**src/inc/lpm_pkg.sv**
```systemverilog
// constants and types for the low-power mode controller
// assumes one 50 MHz system clock; all counts derive from it
package lpm_pkg;

	// one-hot power modes
	typedef enum logic [7:0] {
		MODE_RUN = 8'h01,
		MODE_SLEEP = 8'h02,
		MODE_LP_RUN = 8'h04,
		MODE_LP_SLEEP = 8'h08,
		MODE_STOP_RTC = 8'h10,
		MODE_STOP_NORTC = 8'h20,
		MODE_STBY_RTC = 8'h40,
		MODE_STBY_NORTC = 8'h80
	} mode_t;

	// voltage scaling range codes
	localparam logic [1:0] RANGE_1 = 2'h1;
	localparam logic [1:0] RANGE_2 = 2'h2;
	localparam logic [1:0] RANGE_3 = 2'h3;

	// frequency ceilings and wait-state thresholds in kHz
	localparam logic [15:0] RANGE1_MAX_KHZ = 16'h7d00; // 32000
	localparam logic [15:0] RANGE2_MAX_KHZ = 16'h3e80; // 16000
	localparam logic [15:0] RANGE3_MAX_KHZ = 16'h1068; // 4200
	localparam logic [15:0] LP_RUN_MAX_KHZ = 16'h0083; // 131
	localparam logic [15:0] R1_WS_KHZ = 16'h3e80; // 16000
	localparam logic [15:0] R2_WS_KHZ = 16'h1f40; // 8000

	// timing
	localparam int CLK_PERIOD_NS = 20;
	localparam int STOP_WAKE_NS = 3500;
	localparam int STBY_EXIT_NS = 60000;
	localparam int FREQ_STEP_NS = 5000;
	// longest times round down, least time rounds up
	localparam int STOP_WAKE_CYC = STOP_WAKE_NS / CLK_PERIOD_NS;
	localparam int STBY_EXIT_CYC = STBY_EXIT_NS / CLK_PERIOD_NS;
	localparam int FREQ_STEP_CYC =
		(FREQ_STEP_NS + CLK_PERIOD_NS - 1) / CLK_PERIOD_NS;
	localparam int CNT_W = 12;
	localparam int STEP_RATIO = 4;

	// reset values
	localparam logic [15:0] FREQ_RST_KHZ = 16'h0000;

endpackage

```
**src/core/lpm_ctrl.sv**
```systemverilog
// low-power mode controller: mode state, clock/regulator steering,
// wake qualification, flash wait states and frequency-step checking
// assumes wake sources and pins are asynchronous; core requests,
// range, frequency and oscillator enables come from clk_sys logic
`timescale 1ns/100ps

module lpm_ctrl (
	input wire logic clk_sys, // 50 MHz system clock
	input wire logic rstn, // async reset, active low
	input wire logic req_valid, // core mode request strobe
	input wire lpm_pkg::mode_t req_mode, // requested mode
	input wire logic periph_event, // peripheral irq/event
	input wire logic [1:0] range_sel, // voltage scaling range
	input wire logic [15:0] cpu_freq_khz, // programmed cpu clock
	input wire logic msi_sw_en, // software multi_speed_osc on
	input wire logic hsi_sw_en, // software fast_internal_osc on
	input wire logic hse_sw_en, // software fast_external_osc on
	input wire logic pll_sw_en, // software pll on
	input wire logic lsi_sw_en, // software slow_internal_osc on
	input wire logic lse_sw_en, // software slow_external_osc on
	input wire logic vref_on, // internal reference enabled
	input wire logic [15:0] gpio_line, // external_interrupt_line gpio
	input wire logic supply_level_detector, // detector output
	input wire logic comp1_evt, // comparator 1 event
	input wire logic comp2_evt, // comparator 2 event
	input wire logic usb_wake, // usb wake event
	input wire logic serial_wake, // serial wake event
	input wire logic i2c_wake, // i2c wake event
	input wire logic low_power_serial_wake, // wake event
	input wire logic low_power_timer_wake, // wake event
	input wire logic [4:0] rtc_evt, // alarm a/b, tamper, stamp, wakeup
	input wire logic [2:0] wake_pin, // wake pins, rising edge
	input wire logic external_reset_pin_n, // external reset, low
	input wire logic independent_watchdog_rst, // watchdog reset
	input wire logic hsi_wake_req, // peripheral asks for hsi in stop
	output lpm_pkg::mode_t mode_ff, // current power mode
	output logic cpu_clk_en_ff, // processor clock running
	output logic periph_clk_en_ff, // peripheral clocks running
	output logic pll_en_ff, // pll enable
	output logic msi_en_ff, // multi_speed_osc enable
	output logic msi_low_ff, // multi_speed_osc at low speed
	output logic hsi_en_ff, // fast_internal_osc enable
	output logic hse_en_ff, // fast_external_osc enable
	output logic lsi_en_ff, // slow_internal_osc enable
	output logic lse_en_ff, // slow_external_osc enable
	output logic reg_lp_ff, // regulator in low-power state
	output logic reg_off_ff, // regulator off
	output logic core_pwr_ff, // core domain powered
	output logic retain_ff, // ram and registers retained
	output logic core_rst_ff, // core reset pulse on standby exit
	output logic flash_ws_ff, // flash wait state count
	output logic freq_ok_ff, // frequency within range ceiling, or low-power run ceiling when msi low
	output logic step_err_ff // sticky frequency-step violation
);

	localparam int CNTW = lpm_pkg::CNT_W;
	localparam logic [CNTW-1:0] STOP_LOAD =
		CNTW'(lpm_pkg::STOP_WAKE_CYC - 2);
	localparam logic [CNTW-1:0] STBY_LOAD =
		CNTW'(lpm_pkg::STBY_EXIT_CYC - 2);
	localparam logic [CNTW-1:0] STEP_LOAD =
		CNTW'(lpm_pkg::FREQ_STEP_CYC);
	localparam int STOP_DLY = lpm_pkg::STOP_WAKE_CYC;
	localparam int STBY_DLY = lpm_pkg::STBY_EXIT_CYC;

	////////////////////////////////////////////////////////////////////
	// synchronisers for asynchronous inputs

	localparam int SW = 36;
	logic [SW-1:0] async_in;
	logic [SW-1:0] meta_ff;
	logic [SW-1:0] sync_ff;
	logic [2:0] pin_dly_ff;

	assign async_in = {gpio_line, supply_level_detector, comp1_evt,
		comp2_evt, usb_wake, serial_wake, i2c_wake, low_power_serial_wake,
		low_power_timer_wake, rtc_evt, wake_pin, ~external_reset_pin_n,
		independent_watchdog_rst, hsi_wake_req, vref_on};

	always_ff @(posedge clk_sys or negedge rstn) begin
		if (!rstn) begin
			meta_ff <= '0;
			sync_ff <= '0;
		end else begin
			meta_ff <= async_in;
			sync_ff <= meta_ff;
		end
	end

	logic [15:0] gpio_s;
	logic pvd_s, c1_s, c2_s, usb_s, ser_s, i2c_s, lps_s, lpt_s;
	logic [4:0] rtc_s;
	logic [2:0] pin_s;
	logic xrst_s, wdg_s, hsi_req_s, vref_s;

	assign {gpio_s, pvd_s, c1_s, c2_s, usb_s, ser_s, i2c_s, lps_s, lpt_s,
		rtc_s, pin_s, xrst_s, wdg_s, hsi_req_s, vref_s} = sync_ff;

	// wake pins act on a rising edge of the synchronised level
	always_ff @(posedge clk_sys or negedge rstn) begin
		if (!rstn)
			pin_dly_ff <= '0;
		else
			pin_dly_ff <= pin_s;
	end

	////////////////////////////////////////////////////////////////////
	// wake qualification

	logic rtc_mode, rtc_any, pin_rise, comp_wake;
	logic stop_src, stby_src, sleep_src, any_wake;

	assign rtc_mode = (mode_ff == lpm_pkg::MODE_STOP_RTC) ||
		(mode_ff == lpm_pkg::MODE_STBY_RTC);
	assign rtc_any = |rtc_s;
	assign pin_rise = |(pin_s & ~pin_dly_ff);
	assign comp_wake = vref_s && (c1_s || c2_s);
	assign stop_src = |gpio_s || pvd_s || comp_wake || usb_s || ser_s ||
		i2c_s || lps_s || lpt_s || (rtc_mode && rtc_any);
	assign stby_src = xrst_s || pin_rise ||
		(rtc_mode && (wdg_s || rtc_any));
	assign sleep_src = periph_event || stop_src;

	always_comb begin
		case (mode_ff)
			lpm_pkg::MODE_SLEEP,
			lpm_pkg::MODE_LP_SLEEP: any_wake = sleep_src;
			lpm_pkg::MODE_STOP_RTC,
			lpm_pkg::MODE_STOP_NORTC: any_wake = stop_src;
			lpm_pkg::MODE_STBY_RTC,
			lpm_pkg::MODE_STBY_NORTC: any_wake = stby_src;
			default: any_wake = 1'b0;
		endcase
	end

	////////////////////////////////////////////////////////////////////
	// mode state machine

	lpm_pkg::mode_t nxt_mode;
	logic waking_ff, nxt_waking;
	logic [CNTW-1:0] cnt_ff, nxt_cnt;
	logic nxt_core_rst;
	logic req_legal;

	// a request must be one-hot and differ from the current mode;
	// from low-power run, plain sleep is not reachable directly
	always_comb begin
		req_legal = req_valid && $onehot(req_mode) && req_mode != mode_ff;
		if (mode_ff == lpm_pkg::MODE_LP_RUN &&
			req_mode == lpm_pkg::MODE_SLEEP)
			req_legal = 1'b0;
	end

	always_comb begin
		nxt_mode = mode_ff;
		nxt_waking = waking_ff;
		nxt_cnt = cnt_ff;
		nxt_core_rst = 1'b0;
		case (mode_ff)
			lpm_pkg::MODE_RUN,
			lpm_pkg::MODE_LP_RUN: begin
				if (req_legal)
					nxt_mode = req_mode;
			end
			lpm_pkg::MODE_SLEEP,
			lpm_pkg::MODE_LP_SLEEP: begin
				if (any_wake)
					nxt_mode = lpm_pkg::MODE_RUN;
			end
			lpm_pkg::MODE_STOP_RTC,
			lpm_pkg::MODE_STOP_NORTC,
			lpm_pkg::MODE_STBY_RTC,
			lpm_pkg::MODE_STBY_NORTC: begin
				if (waking_ff) begin
					if (cnt_ff == '0) begin
						nxt_mode = lpm_pkg::MODE_RUN;
						nxt_waking = 1'b0;
						nxt_core_rst = mode_ff[6] || mode_ff[7];
					end else begin
						nxt_cnt = cnt_ff - 1'b1;
					end
				end else if (any_wake) begin
					nxt_waking = 1'b1;
					nxt_cnt = (mode_ff[6] || mode_ff[7]) ? STBY_LOAD :
						STOP_LOAD;
				end
			end
			default: begin
				nxt_mode = lpm_pkg::MODE_RUN;
				nxt_waking = 1'b0;
			end
		endcase
	end

	always_ff @(posedge clk_sys or negedge rstn) begin
		if (!rstn) begin
			mode_ff <= lpm_pkg::MODE_RUN;
			waking_ff <= 1'b0;
			cnt_ff <= '0;
			core_rst_ff <= 1'b0;
		end else begin
			mode_ff <= nxt_mode;
			waking_ff <= nxt_waking;
			cnt_ff <= nxt_cnt;
			core_rst_ff <= nxt_core_rst;
		end
	end

	////////////////////////////////////////////////////////////////////
	// clock, oscillator and regulator steering from the next mode,
	// so every output lines up with mode_ff

	always_ff @(posedge clk_sys or negedge rstn) begin
		if (!rstn) begin
			cpu_clk_en_ff <= 1'b1;
			periph_clk_en_ff <= 1'b1;
			pll_en_ff <= 1'b0;
			msi_en_ff <= 1'b1;
			msi_low_ff <= 1'b0;
			hsi_en_ff <= 1'b0;
			hse_en_ff <= 1'b0;
			lsi_en_ff <= 1'b0;
			lse_en_ff <= 1'b0;
			reg_lp_ff <= 1'b0;
			reg_off_ff <= 1'b0;
			core_pwr_ff <= 1'b1;
			retain_ff <= 1'b1;
		end else begin
			cpu_clk_en_ff <= 1'b0;
			periph_clk_en_ff <= 1'b0;
			pll_en_ff <= 1'b0;
			msi_en_ff <= 1'b0;
			msi_low_ff <= 1'b0;
			hsi_en_ff <= 1'b0;
			hse_en_ff <= 1'b0;
			// slow oscillators follow software unless rtc is dropped
			lsi_en_ff <= lsi_sw_en;
			lse_en_ff <= lse_sw_en;
			reg_lp_ff <= 1'b0;
			reg_off_ff <= 1'b0;
			core_pwr_ff <= 1'b1;
			retain_ff <= 1'b1;
			case (nxt_mode)
				lpm_pkg::MODE_RUN,
				lpm_pkg::MODE_SLEEP: begin
					cpu_clk_en_ff <= (nxt_mode == lpm_pkg::MODE_RUN);
					periph_clk_en_ff <= 1'b1;
					pll_en_ff <= pll_sw_en;
					msi_en_ff <= msi_sw_en;
					hsi_en_ff <= hsi_sw_en;
					hse_en_ff <= hse_sw_en;
				end
				lpm_pkg::MODE_LP_RUN,
				lpm_pkg::MODE_LP_SLEEP: begin
					cpu_clk_en_ff <= (nxt_mode == lpm_pkg::MODE_LP_RUN);
					periph_clk_en_ff <= 1'b1;
					msi_en_ff <= 1'b1;
					msi_low_ff <= 1'b1;
					hse_en_ff <= hse_sw_en;
					reg_lp_ff <= 1'b1;
				end
				lpm_pkg::MODE_STOP_RTC,
				lpm_pkg::MODE_STOP_NORTC: begin
					// the msi restarts while the wake delay runs
					msi_en_ff <= nxt_waking;
					hsi_en_ff <= hsi_req_s;
					reg_lp_ff <= 1'b1;
					if (nxt_mode == lpm_pkg::MODE_STOP_NORTC) begin
						lsi_en_ff <= 1'b0;
						lse_en_ff <= 1'b0;
					end
				end
				lpm_pkg::MODE_STBY_RTC,
				lpm_pkg::MODE_STBY_NORTC: begin
					reg_off_ff <= 1'b1;
					core_pwr_ff <= 1'b0;
					retain_ff <= 1'b0;
					if (nxt_mode == lpm_pkg::MODE_STBY_NORTC) begin
						lsi_en_ff <= 1'b0;
						lse_en_ff <= 1'b0;
					end
				end
				default: begin
					cpu_clk_en_ff <= 1'b1;
					periph_clk_en_ff <= 1'b1;
				end
			endcase
		end
	end

	////////////////////////////////////////////////////////////////////
	// range ceilings and flash wait states

	logic [15:0] ceil_khz;
	logic nxt_ws;

	always_comb begin
		case (range_sel)
			lpm_pkg::RANGE_1: ceil_khz = lpm_pkg::RANGE1_MAX_KHZ;
			lpm_pkg::RANGE_2: ceil_khz = lpm_pkg::RANGE2_MAX_KHZ;
			lpm_pkg::RANGE_3: ceil_khz = lpm_pkg::RANGE3_MAX_KHZ;
			default: ceil_khz = '0;
		endcase
		if (msi_low_ff && ceil_khz > lpm_pkg::LP_RUN_MAX_KHZ)
			ceil_khz = lpm_pkg::LP_RUN_MAX_KHZ;
	end

	always_comb begin
		case (range_sel)
			lpm_pkg::RANGE_1: nxt_ws = cpu_freq_khz > lpm_pkg::R1_WS_KHZ;
			lpm_pkg::RANGE_2: nxt_ws = cpu_freq_khz > lpm_pkg::R2_WS_KHZ;
			default: nxt_ws = 1'b0;
		endcase
	end

	always_ff @(posedge clk_sys or negedge rstn) begin
		if (!rstn) begin
			flash_ws_ff <= 1'b0;
			freq_ok_ff <= 1'b0;
		end else begin
			flash_ws_ff <= nxt_ws;
			freq_ok_ff <= cpu_freq_khz <= ceil_khz;
		end
	end

	////////////////////////////////////////////////////////////////////
	// frequency-step watch: software owns the stepping, this only
	// flags a step that is too large or too soon after the last one

	logic [15:0] last_khz_ff;
	logic [CNTW-1:0] step_cnt_ff;
	logic freq_chg, bad_ratio;

	assign freq_chg = cpu_freq_khz != last_khz_ff;
	assign bad_ratio = {2'h0, last_khz_ff} >=
		(18'(lpm_pkg::STEP_RATIO) * {2'h0, cpu_freq_khz});

	always_ff @(posedge clk_sys or negedge rstn) begin
		if (!rstn) begin
			last_khz_ff <= lpm_pkg::FREQ_RST_KHZ;
			step_cnt_ff <= '0;
			step_err_ff <= 1'b0;
		end else begin
			last_khz_ff <= cpu_freq_khz;
			if (freq_chg) begin
				step_cnt_ff <= STEP_LOAD;
				if (bad_ratio || step_cnt_ff != '0)
					step_err_ff <= 1'b1;
			end else if (step_cnt_ff != '0) begin
				step_cnt_ff <= step_cnt_ff - 1'b1;
			end
		end
	end

	////////////////////////////////////////////////////////////////////
	// standby exit age: the exit is too long for a plain delay,
	// so a helper counter measures it from the qualified wake

	logic stby_trig;
	logic [CNTW-1:0] exit_age_ff;

	assign stby_trig = (mode_ff[6] || mode_ff[7]) && !waking_ff && stby_src;

	always_ff @(posedge clk_sys or negedge rstn) begin
		if (!rstn)
			exit_age_ff <= '0;
		else if (stby_trig)
			exit_age_ff <= CNTW'(1);
		else if (exit_age_ff != '0 && mode_ff != lpm_pkg::MODE_RUN)
			exit_age_ff <= exit_age_ff + 1'b1;
		else
			exit_age_ff <= '0;
	end
endmodule // lpm_ctrl

```
**config.mk**
```make
export PLATFORM = sky130hd
export DESIGN_NAME = lpm_ctrl
export DESIGN_NICKNAME = d
export VERILOG_FILES = /design/src/inc/lpm_pkg.sv /design/src/core/lpm_ctrl.sv
export SDC_FILE = /design/constraint.sdc
export NUM_CORES = 1
export LEC_CHECK = 0
export BUFFER_PORTS_ARGS = -buffer_cell sky130_fd_sc_hd__buf_2
export CAP_MARGIN = 25
export CORE_MARGIN = 1
export CORE_UTILIZATION = 57
export DETAILED_ROUTE_END_ITERATION = 10
export PLACE_DENSITY_LB_ADDON = 0.08
export SLEW_MARGIN = 0
export SYNTH_ARGS = -nofsm -noshare
export SYNTH_HDL_FRONTEND = slang
export SYNTH_SLANG_ARGS = --single-unit
```
**constraint.sdc**
```tcl
create_clock -name clk_sys -period 3.95 [get_ports clk_sys]
set_input_delay 0.79 -clock clk_sys [delete_from_list [all_inputs] [get_ports clk_sys]]
set_output_delay 0.79 -clock clk_sys [all_outputs]
set_load 0.005 [all_outputs]
```
==> flow_summary.ini <==
[status]
run_status = complete, but fails checks
violations = negative setup slack

[sta]
worst_slack_ps = -457
timing.clock.skew_ps = 9.93
fin_crit_ps = 4410
slew_viol_final = 0
rsz0062_at_grt = true
fmax_ghz = 0.227
final-setup-viol-count = 12
max-slew-margin-rel_pct = 38.8
tightest_slew_ps = 918
fin_crit_sh_pct = 112
timing.hold.ws_ps = 338
final_hold_viol_count = 0

[clocking]
clk_latency_ps = 530
ctsLongestPathBuffers = 2
cts_tree = built
cts-htree-levels = 4
cts-root-buf = clkbuf_8
hold_buffers = 0
clk_pin_slew_ps = 60
cts.sinks = 140
numCtsBuffers = 17

[job]
max-cap-violations = 0

[global_route]
gr-usage-all-layers_pct = 25.4
grt_overflow = 0
grt_max_degree = 105
antenna_found_initial = 0
grt_pass1_wl_um = 22300
grt_pass1_vias = 4736

[finish]
drive_gt1_share_pct = 29.2
stdcell_count = 852
syn2layout_area_growth_pct = 25.9
fill_cells = 743
fin_nets = 815
antennaDiodeCount = 0

[setup_path]
required_ps = 4420
cp-end-kind = flip-flop
r2r_cells = 8
crit_path_start = req_mode[3]
r2r_start = mode_ff[5]$_DFF_PN0_
cp_data_arrival_time_ps = 4880
reg2reg_slack_ps = 720
critPathMaxFanout = 5
path_class = in2reg
reg2reg_to = pll_en_ff$_DFF_PN0_
critical_path.endpoint = hsi_en_ff$_DFF_PN0_
worstSetupStartpointType = input pin

[synthesis]
synth_top_area_cell = dfrtp_1
yosys.area.top_type_share_pct = 52.7
synth_cells = 565
synth_seq_area_share_pct = 54.8
ys_types = 68
synth_area_per_cell_um2 = 11.3
synth.top_cells.by_area = dfrtp_1 53%, ha_1 7.8%, xor2_1 3.7%
async_flop_share_pct = 100
synth-seq-cells = 140
synth_fp_nets = 681
synth_flop_cell = dfrtp_1
yosysWarnings = 0
synth_edf_count = 0
syn_area_um2 = 6410

[drt]
vias_per_cell = 5.51
dr.first_iter.drc_count = 216
routed-wl-met3_um = 452
num_vias = 4697
drc_errors = 0
wl_met1_um = 6030
wl_met2_um = 6910
ant_nets = 0
dr.pass1.iters = 5
post_drt_wl_per_cell_um = 16.2
wl_um = 13800
top_layer = met4

[floorplanning]
die_area_um2 = 11700
initial_core_util_pct = 58.8
row_count = 38
die_h_um = 108
die_width_um = 108
coreArea_um2 = 10900
io_pins = 97

[placed_design]
io_buffer_count = 96
dp_hpwl_um = 9750
gp_congestion = 0.913
dp_cells = 808

[pwr]
leakage_nw = 3.77
ir_worst_vdd_mv = 0.441
power_density_nw_per_um2 = 517

[worst_hold_path]
min_path_type = in2async
-- report_power, final --
group | switching, W | internal, W
combinational | 0.000540 | 0.000516
clock | 0.000640 | 0.000822
sequential | 0.0000982 | 0.00155
total | 0.00128 | 0.00289
-- flip-flops by register name, summed over array words and instances (netlist names), 3 cells and up --
register and count:
meta_ff 36, sync_ff 36, last_khz_ff 16, cnt_ff 12, step_cnt_ff 12, mode_ff 8
pin_dly_ff 3
-- how the worst min path moves through the flow --
stage / start / end / slack, ps
floorplan: meta_ff[0]$_DFF_PN0_ / sync_ff[0]$_DFF_PN0_ / 330
global placement: meta_ff[34]$_DFF_PN0_ / sync_ff[34]$_DFF_PN0_ / 330
detailed placement: meta_ff[10]$_DFF_PN0_ / sync_ff[10]$_DFF_PN0_ / 330
CTS: rtc_evt[3] / meta_ff[10]$_DFF_PN0_ / 340
global route: gpio_line[9] / meta_ff[29]$_DFF_PN0_ / 340
finish: rstn / cnt_ff[5]$_DFFE_PN0P_ / 340
-- cell usage after synthesis, types with 5 or more instances --
cell,count
nor4_1,16
clkbuf_1,8
nor2b_1,10
nand4_1,10
ha_1,40
a21oi_1,26
nor2_1,28
o21a_1,7
nand2_1,28
nor3_1,16
xor2_1,27
o21ai_0,30
or3_1,9
xnor2_1,13
dfrtp_1,135
dfstp_2,5
inv_1,49
nand3_1,16
nor4b_1,5
-- final cells by class --
class	count	area [µm²]	area share [%]
flip-flops and latches	140	3510	43.5
multi-input cells	360	2860	35.4
repair buffers	130	776	9.61
clock buffers	20	445	5.52
inverters	50	200	2.48
well taps	140	175	2.17
clock inverters	12	103	1.27
-- cell usage in the layout (no fill, tap or decap), drive strengths merged, types with 20 or more instances in the layout --
| cell type | synthesis | routed |
|---|---|---|
| dfrtp | 135 | 135 |
| nor2 | 28 | 28 |
| buf | 7 | 130 |
| o21ai | 30 | 30 |
| nand2 | 28 | 28 |
| ha | 40 | 40 |
| inv | 50 | 56 |
| nor4 | 20 | 20 |
| clkbuf | 8 | 20 |
| a21oi | 27 | 27 |
| xor2 | 27 | 27 |
-- cells by family after synthesis --
family | share of synthesized area [%]
AO/OA/AOI/OAI | 10.4
XOR/XNOR | 5.47
adder cells (fa/ha/maj) | 9.06
buffers and inverters | 4.20
flip-flops | 54.8
multiplexers | 0.156
AND/OR/NAND/NOR | 15.9
-- per-stage QoR --
step	setup WS [ps]	cell area (µm²)	total power, W	TNS (ps)	util, %
after floorplan	-515	6530	0.00219	-4920	-
after global placement	-838	7270	0.00247	-11950	66.8
after detailed placement	-967	7270	0.00251	-14280	66.8
after CTS	-327	8000	0.00414	-3530	73.5
after global routing	-623	8070	0.00436	-6120	74.1
final	-457	8070	0.00417	-4150	74.1
-- worst max-delay path: stages --
cell,delay (ps)
buf_6,70
inv_2,30
fa_1,500
fa_1,530
fa_1,410
inv_1,70
ha_2,190
inv_2,40
fa_2,340
nor2_2,140
a31oi_4,110
nor3b_4,320
buf_4,180
nand3_4,130
o2bb2ai_4,200
or3b_1,410
a21oi_2,230
a22o_1,170
-- what timing repair did --
action | 4_1_cts | 5_1_grt
setup endpoints to repair | 12 | 14
cloned | 0 | 0
pin swaps | 21 | 4
gates resized for setup | 22 | 8
buffers inserted | 9 | 4
hold endpoints to repair | 0 | 0
-- layer usage --
layer | up-vias | global-route usage (%)
li1 | 2258 | -
met1 | 2295 | 32.1
met2 | 111 | 42.4
met3 | 33 | 5.06
met4 | 0 | 11.4
met5 | - | 0
Power figures use the tool's default switching activity.
